[config.mk]
export PLATFORM = sky130hd
export DESIGN_NAME = orientation_classifier
export DESIGN_NICKNAME = d
export VERILOG_FILES = /design/src/orient_pkg.sv /design/src/orientation_classifier.sv
export SDC_FILE = /design/constraint.sdc
export NUM_CORES = 1
export LEC_CHECK = 0
export BUFFER_PORTS_ARGS = -buffer_cell sky130_fd_sc_hd__buf_2
export CAP_MARGIN = 20
export CORE_MARGIN = 3
export CORE_UTILIZATION = 40
export CTS_CLUSTER_DIAMETER = 80
export DETAILED_ROUTE_END_ITERATION = 8
export GPL_TIMING_DRIVEN = 0
export PLACE_DENSITY = 0.65
export SLEW_MARGIN = 20
export SYNTH_ARGS = -nofsm -noshare
export SYNTH_HDL_FRONTEND = slang
export SYNTH_SLANG_ARGS = --single-unit
export TNS_END_PERCENT = 50
[constraint.sdc]
create_clock -name clock_i -period 3.9 [get_ports clock_i]
set_clock_uncertainty 0.2 [all_clocks]
set_input_delay 0.39 -clock clock_i [delete_from_list [all_inputs] [get_ports clock_i]]
set_output_delay 0.39 -clock clock_i [all_outputs]
set_load 0.05 [all_outputs]
[src/orient_pkg.sv]
// Package with constants, types and register map of the orientation classifier.
`default_nettype none
package orient_pkg;
  // ==========================================================================
  // Register map
  localparam logic [3:0] CTRL_OFS = 4'h0;
  localparam logic [3:0] HYST_OFS = 4'h4;
  localparam logic [3:0] STATUS_OFS = 4'h8;
  localparam logic [3:0] MASK_OFS = 4'hC;
  // ==========================================================================
  // Field positions
  localparam int MODE_LSB = 0;
  localparam int FACE_EN_BIT = 2;
  localparam int FLAT_EN_BIT = 3;
  localparam int RANGE_LSB = 4;
  localparam int EVT_BIT = 0;
  localparam int CODE_LSB = 4;
  // ==========================================================================
  // Reset values
  localparam logic [7:0] CTRL_RST = 8'h00;
  localparam logic [7:0] HYST_RST = 8'h00;
  localparam logic [2:0] CODE_RST = 3'h3;
  // Face hysteresis in 12-bit 2g units, halved for every range step.
  localparam logic [11:0] FACE_HYST_2G = 12'd205;
  // ==========================================================================
  // Modes and carriers
  typedef enum logic [1:0] {
    MODE_SYM = 2'b00,
    MODE_HIGH = 2'b01,
    MODE_LOW = 2'b10,
    MODE_SYM2 = 2'b11
  } mode_e;
  typedef struct packed {
    logic signed [15:0] x;
    logic signed [15:0] y;
    logic signed [15:0] z;
  } sample_s;
  typedef struct packed {
    logic [3:0] addr;
    logic [31:0] wdata;
    logic wr;
    logic rd;
  } bus_req_s;
endpackage : orient_pkg
`default_nettype wire

[src/orientation_classifier.sv]
// Orientation classifier: portrait/landscape and face up/down with hysteresis.
// Functional notes
// - Mode selector 00 or 11 is symmetrical, 01 high-asymmetrical and 10 low-asymmetrical.
// - The low two code bits are 00 landscape left, 01 landscape right, 10 portrait upside down, 11 upright.
// - Symmetrical mode splits at ratio 1, left or right by the sign of x, upside down or upright by the sign of y.
// - High-asymmetrical mode splits at ratio 2 with the same sign choices.
// - Low-asymmetrical mode splits at ratio 0.5 with the same sign choices.
// - Classification works on samples cut to their upper 8 bits.
// - Code bit 2 is 0 for face up when z is above the face hysteresis and 1 for face down when z is below its negative, else it holds.
// - The face bit is also computed while the flat enable is set.
// - The face contribution to the interrupt has its own enable bit.
// - Both decisions use hysteresis, the portrait/landscape one programmable for every condition.
// - Symmetrical landscape needs |y| below |x| minus hysteresis, portrait |y| above |x| plus hysteresis.
// - The three-bit code is readable in a field of the status register.
// - Every change of the code by a sample raises an event, bit 2 counting only with face enable, else reading 0.
// - High-asymmetrical landscape needs |y| below 2(|x|-h), portrait |y| above 2|x|+h.
// - Low-asymmetrical landscape needs |y| below (|x|-h)/2, portrait |y| above |x|/2+h.
// - Face hysteresis is 205 counts at 2g in 12-bit scale and halves for each wider range.
`default_nettype none
module orientation_classifier (
  // Clock, reset, enable
  input wire logic clock_i,
  input wire logic rst_n_i,
  input wire logic ce_i,
  // Samples
  input wire logic sample_valid_i,
  input wire orient_pkg::sample_s sample_i,
  // Register port
  input wire orient_pkg::bus_req_s bus_i,
  output logic [31:0] rdata_o,
  // Results
  output logic [2:0] orient_code_o,
  output logic irq_o
);
  // ==========================================================================
  // Registers
  logic [7:0] ctrl_q, ctrl_d;
  logic [7:0] hyst_q, hyst_d;
  logic [0:0] stat_q, stat_d;
  logic [0:0] mask_q, mask_d;
  logic [1:0] pl_q, pl_d;
  logic face_q, face_d;
  logic [31:0] rdata_q, rdata_d;
  orient_pkg::mode_e mode;
  logic face_en, flat_en, face_calc;
  logic [1:0] range_sel;
  // ==========================================================================
  // Datapath
  logic signed [7:0] x8, y8, z8;
  logic [10:0] ax, ay, hy;
  logic signed [12:0] z12, fh;
  logic [11:0] fh_u;
  logic land, port, face_up_c, face_dn_c;
  logic [2:0] code_now, code_new;
  logic evt;

  assign face_en = ctrl_q[orient_pkg::FACE_EN_BIT];
  assign flat_en = ctrl_q[orient_pkg::FLAT_EN_BIT];
  assign range_sel = ctrl_q[orient_pkg::RANGE_LSB +: 2];
  assign face_calc = face_en | flat_en;

  always_comb begin
    x8 = sample_i.x[15:8];
    y8 = sample_i.y[15:8];
    z8 = sample_i.z[15:8];
    ax = x8[7] ? 11'(-12'(x8)) : 11'(x8);
    ay = y8[7] ? 11'(-12'(y8)) : 11'(y8);
    hy = 11'(hyst_q);
    unique case (ctrl_q[orient_pkg::MODE_LSB +: 2])
      2'b01: mode = orient_pkg::MODE_HIGH;
      2'b10: mode = orient_pkg::MODE_LOW;
      2'b11: mode = orient_pkg::MODE_SYM2;
      default: mode = orient_pkg::MODE_SYM;
    endcase
    // Conditions are rearranged to stay in integers: no divide and no rounding loss.
    unique case (mode)
      orient_pkg::MODE_HIGH: begin
        land = (ay + (hy << 1)) < (ax << 1);
        port = ay > ((ax << 1) + hy);
      end
      orient_pkg::MODE_LOW: begin
        land = ((ay << 1) + hy) < ax;
        port = (ay << 1) > (ax + (hy << 1));
      end
      default: begin
        land = (ay + hy) < ax;
        port = ay > (ax + hy);
      end
    endcase
    fh_u = orient_pkg::FACE_HYST_2G >> range_sel;
    fh = 13'(fh_u);
    // Sign is carried into the top bit so a negative z compares below the band.
    z12 = {z8[7], z8, 4'h0};
    face_up_c = z12 > fh;
    face_dn_c = z12 < -fh;
  end

  // ==========================================================================
  // Decision state
  always_comb begin
    pl_d = pl_q;
    face_d = face_q;
    if (ce_i && sample_valid_i) begin
      if (land) begin
        pl_d = {1'b0, x8[7]};
      end else if (port) begin
        pl_d = {1'b1, ~y8[7]};
      end
      if (face_calc && face_up_c) begin
        face_d = 1'b0;
      end else if (face_calc && face_dn_c) begin
        face_d = 1'b1;
      end
    end
  end

  // Bit 2 is masked rather than cleared so re-enabling restores the held face state.
  assign code_now = {face_en & face_q, pl_q};
  assign code_new = {face_en & face_d, pl_d};
  assign evt = code_new != code_now;
  assign orient_code_o = code_now;

  always_ff @(posedge clock_i) begin
    if (!rst_n_i) begin
      pl_q <= orient_pkg::CODE_RST[1:0];
      face_q <= orient_pkg::CODE_RST[2];
    end else begin
      pl_q <= pl_d;
      face_q <= face_d;
    end
  end

  // ==========================================================================
  // Register port
  always_comb begin
    ctrl_d = ctrl_q;
    hyst_d = hyst_q;
    stat_d = stat_q;
    mask_d = mask_q;
    // Read data hold too while the enable is low.
    rdata_d = rdata_q;
    if (ce_i) begin
      rdata_d = 32'h0;
      if (bus_i.wr) begin
        unique case (bus_i.addr)
          orient_pkg::CTRL_OFS: ctrl_d = bus_i.wdata[7:0];
          orient_pkg::HYST_OFS: hyst_d = bus_i.wdata[7:0];
          orient_pkg::STATUS_OFS: stat_d = stat_q & ~bus_i.wdata[orient_pkg::EVT_BIT];
          orient_pkg::MASK_OFS: mask_d = bus_i.wdata[0:0];
          default: ;
        endcase
      end
      // A change in the same cycle as a clear stays pending.
      if (evt) begin
        stat_d = 1'b1;
      end
      if (bus_i.rd) begin
        unique case (bus_i.addr)
          orient_pkg::CTRL_OFS: rdata_d = {24'h0, ctrl_q};
          orient_pkg::HYST_OFS: rdata_d = {24'h0, hyst_q};
          orient_pkg::STATUS_OFS: rdata_d = {25'h0, code_now, 3'h0, stat_q};
          orient_pkg::MASK_OFS: rdata_d = {31'h0, mask_q};
          default: rdata_d = 32'h0;
        endcase
      end
    end
  end

  always_ff @(posedge clock_i) begin
    if (!rst_n_i) begin
      ctrl_q <= orient_pkg::CTRL_RST;
      hyst_q <= orient_pkg::HYST_RST;
      stat_q <= 1'b0;
      mask_q <= 1'b0;
      rdata_q <= 32'h0;
    end else begin
      ctrl_q <= ctrl_d;
      hyst_q <= hyst_d;
      stat_q <= stat_d;
      mask_q <= mask_d;
      rdata_q <= rdata_d;
    end
  end

  assign rdata_o = rdata_q;
  assign irq_o = |(stat_q & mask_q);

  // ==========================================================================
  // Checks
  land_pick_a: assert property (@(posedge clock_i) disable iff (!rst_n_i)
    ce_i && sample_valid_i && land |=> pl_q == {1'b0, $past(x8[7])})
    else $error("landscape decision wrong");
  port_pick_a: assert property (@(posedge clock_i) disable iff (!rst_n_i)
    ce_i && sample_valid_i && !land && port |=> pl_q == {1'b1, ~$past(y8[7])})
    else $error("portrait decision wrong");
  sym_band_a: assert property (@(posedge clock_i) disable iff (!rst_n_i)
    ce_i && sample_valid_i && mode == orient_pkg::MODE_SYM && ay + hy < ax |=> !pl_q[1])
    else $error("symmetrical landscape missed");
  high_ratio_a: assert property (@(posedge clock_i) disable iff (!rst_n_i)
    ce_i && sample_valid_i && ctrl_q[1:0] == 2'b01 && ay > 2 * ax + hy |=> pl_q[1])
    else $error("high mode portrait missed");
  low_ratio_a: assert property (@(posedge clock_i) disable iff (!rst_n_i)
    ce_i && sample_valid_i && ctrl_q[1:0] == 2'b10 && 2 * ay + hy < ax |=> !pl_q[1])
    else $error("low mode landscape missed");
  band_hold_a: assert property (@(posedge clock_i) disable iff (!rst_n_i)
    ce_i && sample_valid_i && !land && !port |=> $stable(pl_q))
    else $error("decision moved inside band");
  face_down_a: assert property (@(posedge clock_i) disable iff (!rst_n_i)
    ce_i && sample_valid_i && face_calc && face_dn_c |=> face_q)
    else $error("face down missed");
  face_up_a: assert property (@(posedge clock_i) disable iff (!rst_n_i)
    ce_i && sample_valid_i && face_calc && face_up_c |=> !face_q)
    else $error("face up missed");
  enable_freeze_a: assert property (@(posedge clock_i) disable iff (!rst_n_i)
    !ce_i |=> $stable(pl_q) && $stable(face_q) && $stable(ctrl_q) && $stable(rdata_o))
    else $error("state moved while disabled");
  face_mask_a: assert property (@(posedge clock_i) disable iff (!rst_n_i)
    !face_en |-> !orient_code_o[2])
    else $error("face bit shown while disabled");
  change_evt_a: assert property (@(posedge clock_i) disable iff (!rst_n_i)
    ce_i && orient_code_o != $past(orient_code_o) && $past(ctrl_q) == ctrl_q |-> stat_q)
    else $error("change without event");
  irq_level_a: assert property (@(posedge clock_i) disable iff (!rst_n_i)
    stat_q && mask_q |-> irq_o ##1 (irq_o || !stat_q || !mask_q))
    else $error("interrupt not raised");
  code_read_a: assert property (@(posedge clock_i) disable iff (!rst_n_i)
    ce_i && bus_i.rd && bus_i.addr == orient_pkg::STATUS_OFS |=> rdata_o[6:4] == $past(orient_code_o))
    else $error("status code read wrong");
endmodule : orientation_classifier
`default_nettype wire

Yosys cells after proc, flatten, opt, wreduce, memory -nomap -nowiden
Cells that the tools add are included.
{ "totals": {"regBits": 53, "latch_bits": 0, "ram_bits": 0, "romBits": 0, "in_bits": 90, "output_inout_bits": 36, "word_cells": 67, "n_memories": 0} }
{ "classes": {"n_addsub": 9, "multipliers": 0, "div": 0, "n_lt_le_gt_ge": 8, "n_eq_ne": 9, "shift": 1, "muxes": 16, "n_bitwise": 7, "n_reduce_logical": 10} }
{ "op_table": {"columns": ["cell", "count"], "rows": [
  ["11-bit by 8-bit adder with 11-bit output", 4],
  ["11-bit greater-than comparator", 3],
  ["11-bit less-than comparator", 3],
  ["8-bit one-hot mux with 4 select lines", 1],
  ["11-bit by 9-bit adder with 11-bit output", 2],
  ["11-bit two-way mux", 2],
  ["8-bit negation with 11-bit output", 2],
  ["12-bit by 13-bit greater-than comparator with 1-bit output", 1],
  ["12-bit by 13-bit less-than comparator with 1-bit output", 1],
  ["12-bit negation with 13-bit output", 1],
  ["3-bit AND reduction", 4],
  ["8-bit by 2-bit >> shifter with 12-bit output (first input constant)", 1],
  ["4-bit == test (second input constant)", 2],
  ["8-bit two-way mux", 1],
  ["2-bit == test (second input constant)", 3],
  ["1-bit two-way mux", 6],
  ["2-bit two-way mux", 3],
  ["2-bit one-hot mux with 3 select lines", 1],
  ["1-bit AND", 4],
  ["2-bit by 1-bit == test with 1-bit output (second input constant)", 2],
  ["4-bit by 3-bit == test with 1-bit output (second input constant)", 1],
  ["4-bit zero test", 1],
  ["1-bit one-hot mux with 2 select lines", 2],
  ["2-bit nonzero test", 2],
  ["other kinds (4)", 7]
]} }

Logic depth before layout (Yosys ltp)
{ "logic_depth": {"depth_word": 11, "mapped_depth": 23, "depth_no_buf": 23} }

Worst setup path after synthesis
No wires, ideal clock.
{ "synth_path": {"path_type": "input to register", "from": "input port sample_i[24] (netlist bit)", "to": "register stat_q", "setup_ns": 0.074, "arrival_ns": 3.906, "path_slack_ns": -0.280, "stages": 19, "n_path_buf": 0, "path_cell_list": "inv_1 > ha_1 > nand2b_1 > xnor2_1 > ha_1 > a21o_1 > a21oi_1 > o21ai_0 > a21oi_1 > o21ai_0 > xor2_1 > ha_1 > a221oi_1 > nand2_1 > a41o_1 > o211ai_2 > a31oi_4 > or3_1 > a31oi_1"} }
{ "synth_between": {"elab_chain_cells": 10} }
{ "synth_lines": {"columns": ["element", "line", "source"], "rows": [
  ["from (decl)", "orientation_classifier.sv:27", "input wire orient_pkg::sample_s sample_i,"],
  ["8-bit negation with 11-bit output", "orientation_classifier.sv:67", "ay = y8[7] ? 11'(-12'(y8)) : 11'(y8);"],
  ["11-bit two-way mux *", "orientation_classifier.sv:67", null],
  ["11-bit by 8-bit adder with 11-bit output, or another cell as far along", "orientation_classifier.sv:86", "land = (ay + hy) < ax;"],
  ["11-bit less-than comparator, or another cell as far along", "orientation_classifier.sv:86", null],
  ["1-bit one-hot mux with 2 select lines / 2-bit two-way mux (equally long branches)", "orientation_classifier.sv:76, orientation_classifier.sv:106", null],
  ["2-bit two-way mux *", "orientation_classifier.sv:104", "if (land) begin"],
  ["2-bit two-way mux *", "orientation_classifier.sv:103", "if (ce_i && sample_valid_i) begin"],
  ["3-bit inequality test *", "orientation_classifier.sv:120", "assign evt = code_new != code_now;"],
  ["2-bit nonzero test (no line)", null, null],
  ["3-bit AND reduction (no line)", null, null],
  ["to (signal assigned)", "orientation_classifier.sv:179", "stat_q <= stat_d;"],
  ["to (decl)", "orientation_classifier.sv:39", "logic [0:0] stat_q, stat_d;"]
]} }
Mark *: on every way between the ends. The rest lies on a longest branch, timed or not.
A chain may end at the register's enable or synchronous reset.

Final worst setup path
{ "layout_path": {"from": "input port sample_i[40] (netlist bit)", "to": "register stat_q"} }
{ "layout_between": {"elab_chain_cells": 11} }
{ "layout_lines": {"columns": ["element", "line", "source"], "rows": [
  ["8-bit negation with 11-bit output", "orientation_classifier.sv:66", "ax = x8[7] ? 11'(-12'(x8)) : 11'(x8);"],
  ["11-bit two-way mux *", "orientation_classifier.sv:66", null],
  ["11-bit by 8-bit adder with 11-bit output, or another cell as far along", "orientation_classifier.sv:87", "port = ay > (ax + hy);"],
  ["11-bit greater-than comparator (on tied branches)", "orientation_classifier.sv:87, orientation_classifier.sv:79, orientation_classifier.sv:83", null],
  ["1-bit one-hot mux with 2 select lines", "orientation_classifier.sv:76", "unique case (mode)"],
  ["2-bit two-way mux", "orientation_classifier.sv:106", "end else if (port) begin"],
  ["2-bit two-way mux *", "orientation_classifier.sv:104", null],
  ["2-bit two-way mux *", "orientation_classifier.sv:103", null],
  ["3-bit inequality test *", "orientation_classifier.sv:120", null],
  ["2-bit nonzero test (no line)", null, null],
  ["3-bit AND reduction (no line)", null, null]
]} }
Marks and branches as above.

==> impl_metrics.ini <==
[outcome]
status = completed

[yosys]
syn_area_mm2 = 0.00514
synth_edf_count = 0
synth_flop_cell = dfxtp_1
synth.avg_cell_area_um2 = 8.02
ys_types = 53
yosysMostFrequentCell = ha_1
synth_area_leaders = ha_1 (32%), dfxtp_1 (11%), xnor2_1 (5.6%), a21oi_1 (5.5%), mux2i_1 (4.7%)
synth.largest_area_cell = ha_1
seq_area_frac_synth_pct = 11.3
synthTopCellsByCount = ha_1 (130), inv_1 (60), a21oi_1 (57)
ys_async_sr_fraction_pct = 0
synth-seq-cells = 29
synth_top_area_share_pct = 31.6
ys_warn_count = 0
syn_inst = 641

[clock_network]
clockRootBuffer = clkbuf_16
cts-hold-fix-buffers = 0
cts_buffers = 5
path_clk_slew_ps = 50
cts_tree = done
htreeDepth = 2
clk_path_buf_depth = 2
clkLatencyLatePin_ps = 280
clock-sinks = 29

[sta]
drv_slew = 0
finalSetupTns_ps = 0
finalCritPeriodShare_pct = 98.8
worstMarginPinSlew_ps = 630
relSlewSlack_pct = 57.8
fin_crit_ps = 3850
whs_ps = 102
setup_violations = 0
grt_setup_unrepaired = yes
hold_viol = 0
fmax_mhz = 259

[final_layout]
fin_nets = 1007
final_cells = 950
drive_gt1_share_pct = 24.9
antenna_cells = 0
syn2layout_area_growth_pct = 30.2

[setup_path]
endpoint_kind = flop
crit_path_top_delay_cell = a221oi_4
worstPathCellList = buf_12 > inv_4 > ha_4 > nand2b_4 > xnor2_4 > ha_4 > nor2b_2 > o21ai_2 > a21oi_2 > o21ai_1 > nand2b_1 > buf_4 > xnor2_1 > ha_1 > a21o_1 > a221oi_4 > nand2_1 > o211ai_1 > o211ai_1 > nor2b_2 > a32oi_1 > a31oi_1
crit_type = in -> reg
regToRegSetupSlack_ps = 140
rr_worst_depth = 19
crit_family = compound AO/OA/AOI/OAI gates
path_max_fanout = 3
r2r-start = hyst_q[0]
critPathBufInv = 3
critPathLaunchType = input pin
critical-path-max-stage-delay_ps = 270
crit_required_ps = 3860
crit_arrival_ps = 3810
timing.rr.end = stat_q

[floorplanning]
die_area_mm2 = 0.0143
initial_core_util_pct = 41.8
row_count = 40
io_pins = 126
die_w_um = 119
core_area_mm2 = 0.0123
chipHeight_um = 119

[power]
peakVddDrop_mv = 0.197
p_per_area_mw_per_mm2 = 210
p_leak_uw = 0.00344
power_uw = 1400

[hold_path]
hp-class = in -> reg
min_to = pl_q[1]
worstHoldStart = rst_n_i
hold_depth = 2

[route]
drc = 0
avgViaCountPerCell = 5.13
vias = 4870
routed_wl_um = 14000
firstDrtPassIters = 4
drt_iter0_markers = 199
postRouteAntennaNets = 0
wl_per_cell_um = 14.7

[grt]
grt_usage_pct = 19.2
grt_pass1_vias = 4861
grt_pass1_wl_um = 22700
overflow = 0
antenna_found_initial = 0
grt_max_degree = 11

[place]
port_buffers = 49
gp_congestion = 0.912
hpwl_um = 11100
dp.cells = 906

[job]
max_cap_viol_count = 0
how the worst max path moves through the flow:
stage	start	endpoint	slack [ps]	depth (start not counted)
finish	sample_i[40]	stat_q	50	22
global route	sample_i[40]	pl_q[0]	-200	24
floorplan	sample_i[24]	stat_q	2	19
CTS	sample_i[40]	stat_q	-2	23
detailed placement	sample_i[24]	stat_q	-940	22
global placement	sample_i[24]	stat_q	-880	22
what timing repair did:
action | CTS | global route
buffers inserted | 30 | 6
pin swaps | 45 | 21
cloned | 0 | 0
gates resized for setup | 77 | 25
hold endpoints to repair | 0 | 0
endpoints found under the setup margin | 3 | 3
metrics by stage:
stage / setup WS (ps) / cell area, um2 / util (%)
2_1_floorplan: 1.66 / 5370 / -
3_3_place_gp: -880 / 5820 / 47.3
3_5_place_dp: -941 / 5820 / 47.3
4_1_cts: -2.41 / 6530 / 53.0
5_1_grt: -203 / 6700 / 54.4
6_report: 45.4 / 6700 / 54.4
flip-flops by register name (all words and copies together) (netlist names):
| register | cells |
|---|---|
| ctrl_q | 8 |
| face_q | 1 |
| hyst_q | 8 |
| mask_q | 1 |
| pl_q | 2 |
| rdata_o | 8 |
| stat_q | 1 |
power by group:
part           switching (uW)  internal, uW
registers                7.04           299
logic                     371           277
clock network             131           318
total                     509           895
layout by cell type, fill, tap and decap left out, drive strengths merged, types with 2 or more instances in the layout:
cell     synthesis  final
a211oi           6      6
a21o            21     21
a21oi           57     57
a221oi           2      2
a31oi            3      3
and2             5      5
buf             24    109
clkbuf           8     15
conb             2     50
dfxtp           29     29
fa               6      6
ha             130    130
inv             61     61
mux2i           24     24
nand2           34     34
nand2b          12     12
nand3            9      9
nand4            6      6
nor2            54     54
nor2b           10     10
nor3             5      5
nor4             4      4
o2111ai          2      2
o211ai           6      6
o21a             3      3
o21ai           41     41
o21bai           3      3
o22ai            3      3
o31a             2      2
o31ai            3      3
or2              2      2
or3              6      6
xnor2           33     33
xor2            14     14
metal layers:
layer	global-route usage (%)	routed length [um]
met5	0	0
met4	4.94	298
met3	1.71	580
met2	35.4	7090
met1	23.8	6030
logic make-up after synthesis:
kind of cell,share of synthesized area (%)
simple gates,14.4
flops,11.3
other cells,0.146
xor+xnor,8.00
mux,5.11
compound gates,18.6
fa+ha+maj,34.0
buf+inv,8.54
worst reg2reg max path, delay by kind of cell, from the launching register on:
family | cells | cell delay, ps
AO/OA/AOI/OAI | 10 | 1430
adder cells (fa/ha/maj) | 3 | 830
buffers and inverters | 1 | 60
flip-flops | 1 | 420
AND/OR/NAND/NOR | 5 | 680
area by class of cell:
type | count | area (um2)
inverters | 61 | 234
flip-flops and latches | 29 | 592
fillers | 1131 | 5610
clock buffers | 7 | 143
well taps | 168 | 210
clock inverters | 1 | 30.0
plain buffers | 32 | 215
repair buffers | 85 | 558
multi-input cells | 567 | 4720
Power figures use the tool's default switching activity.
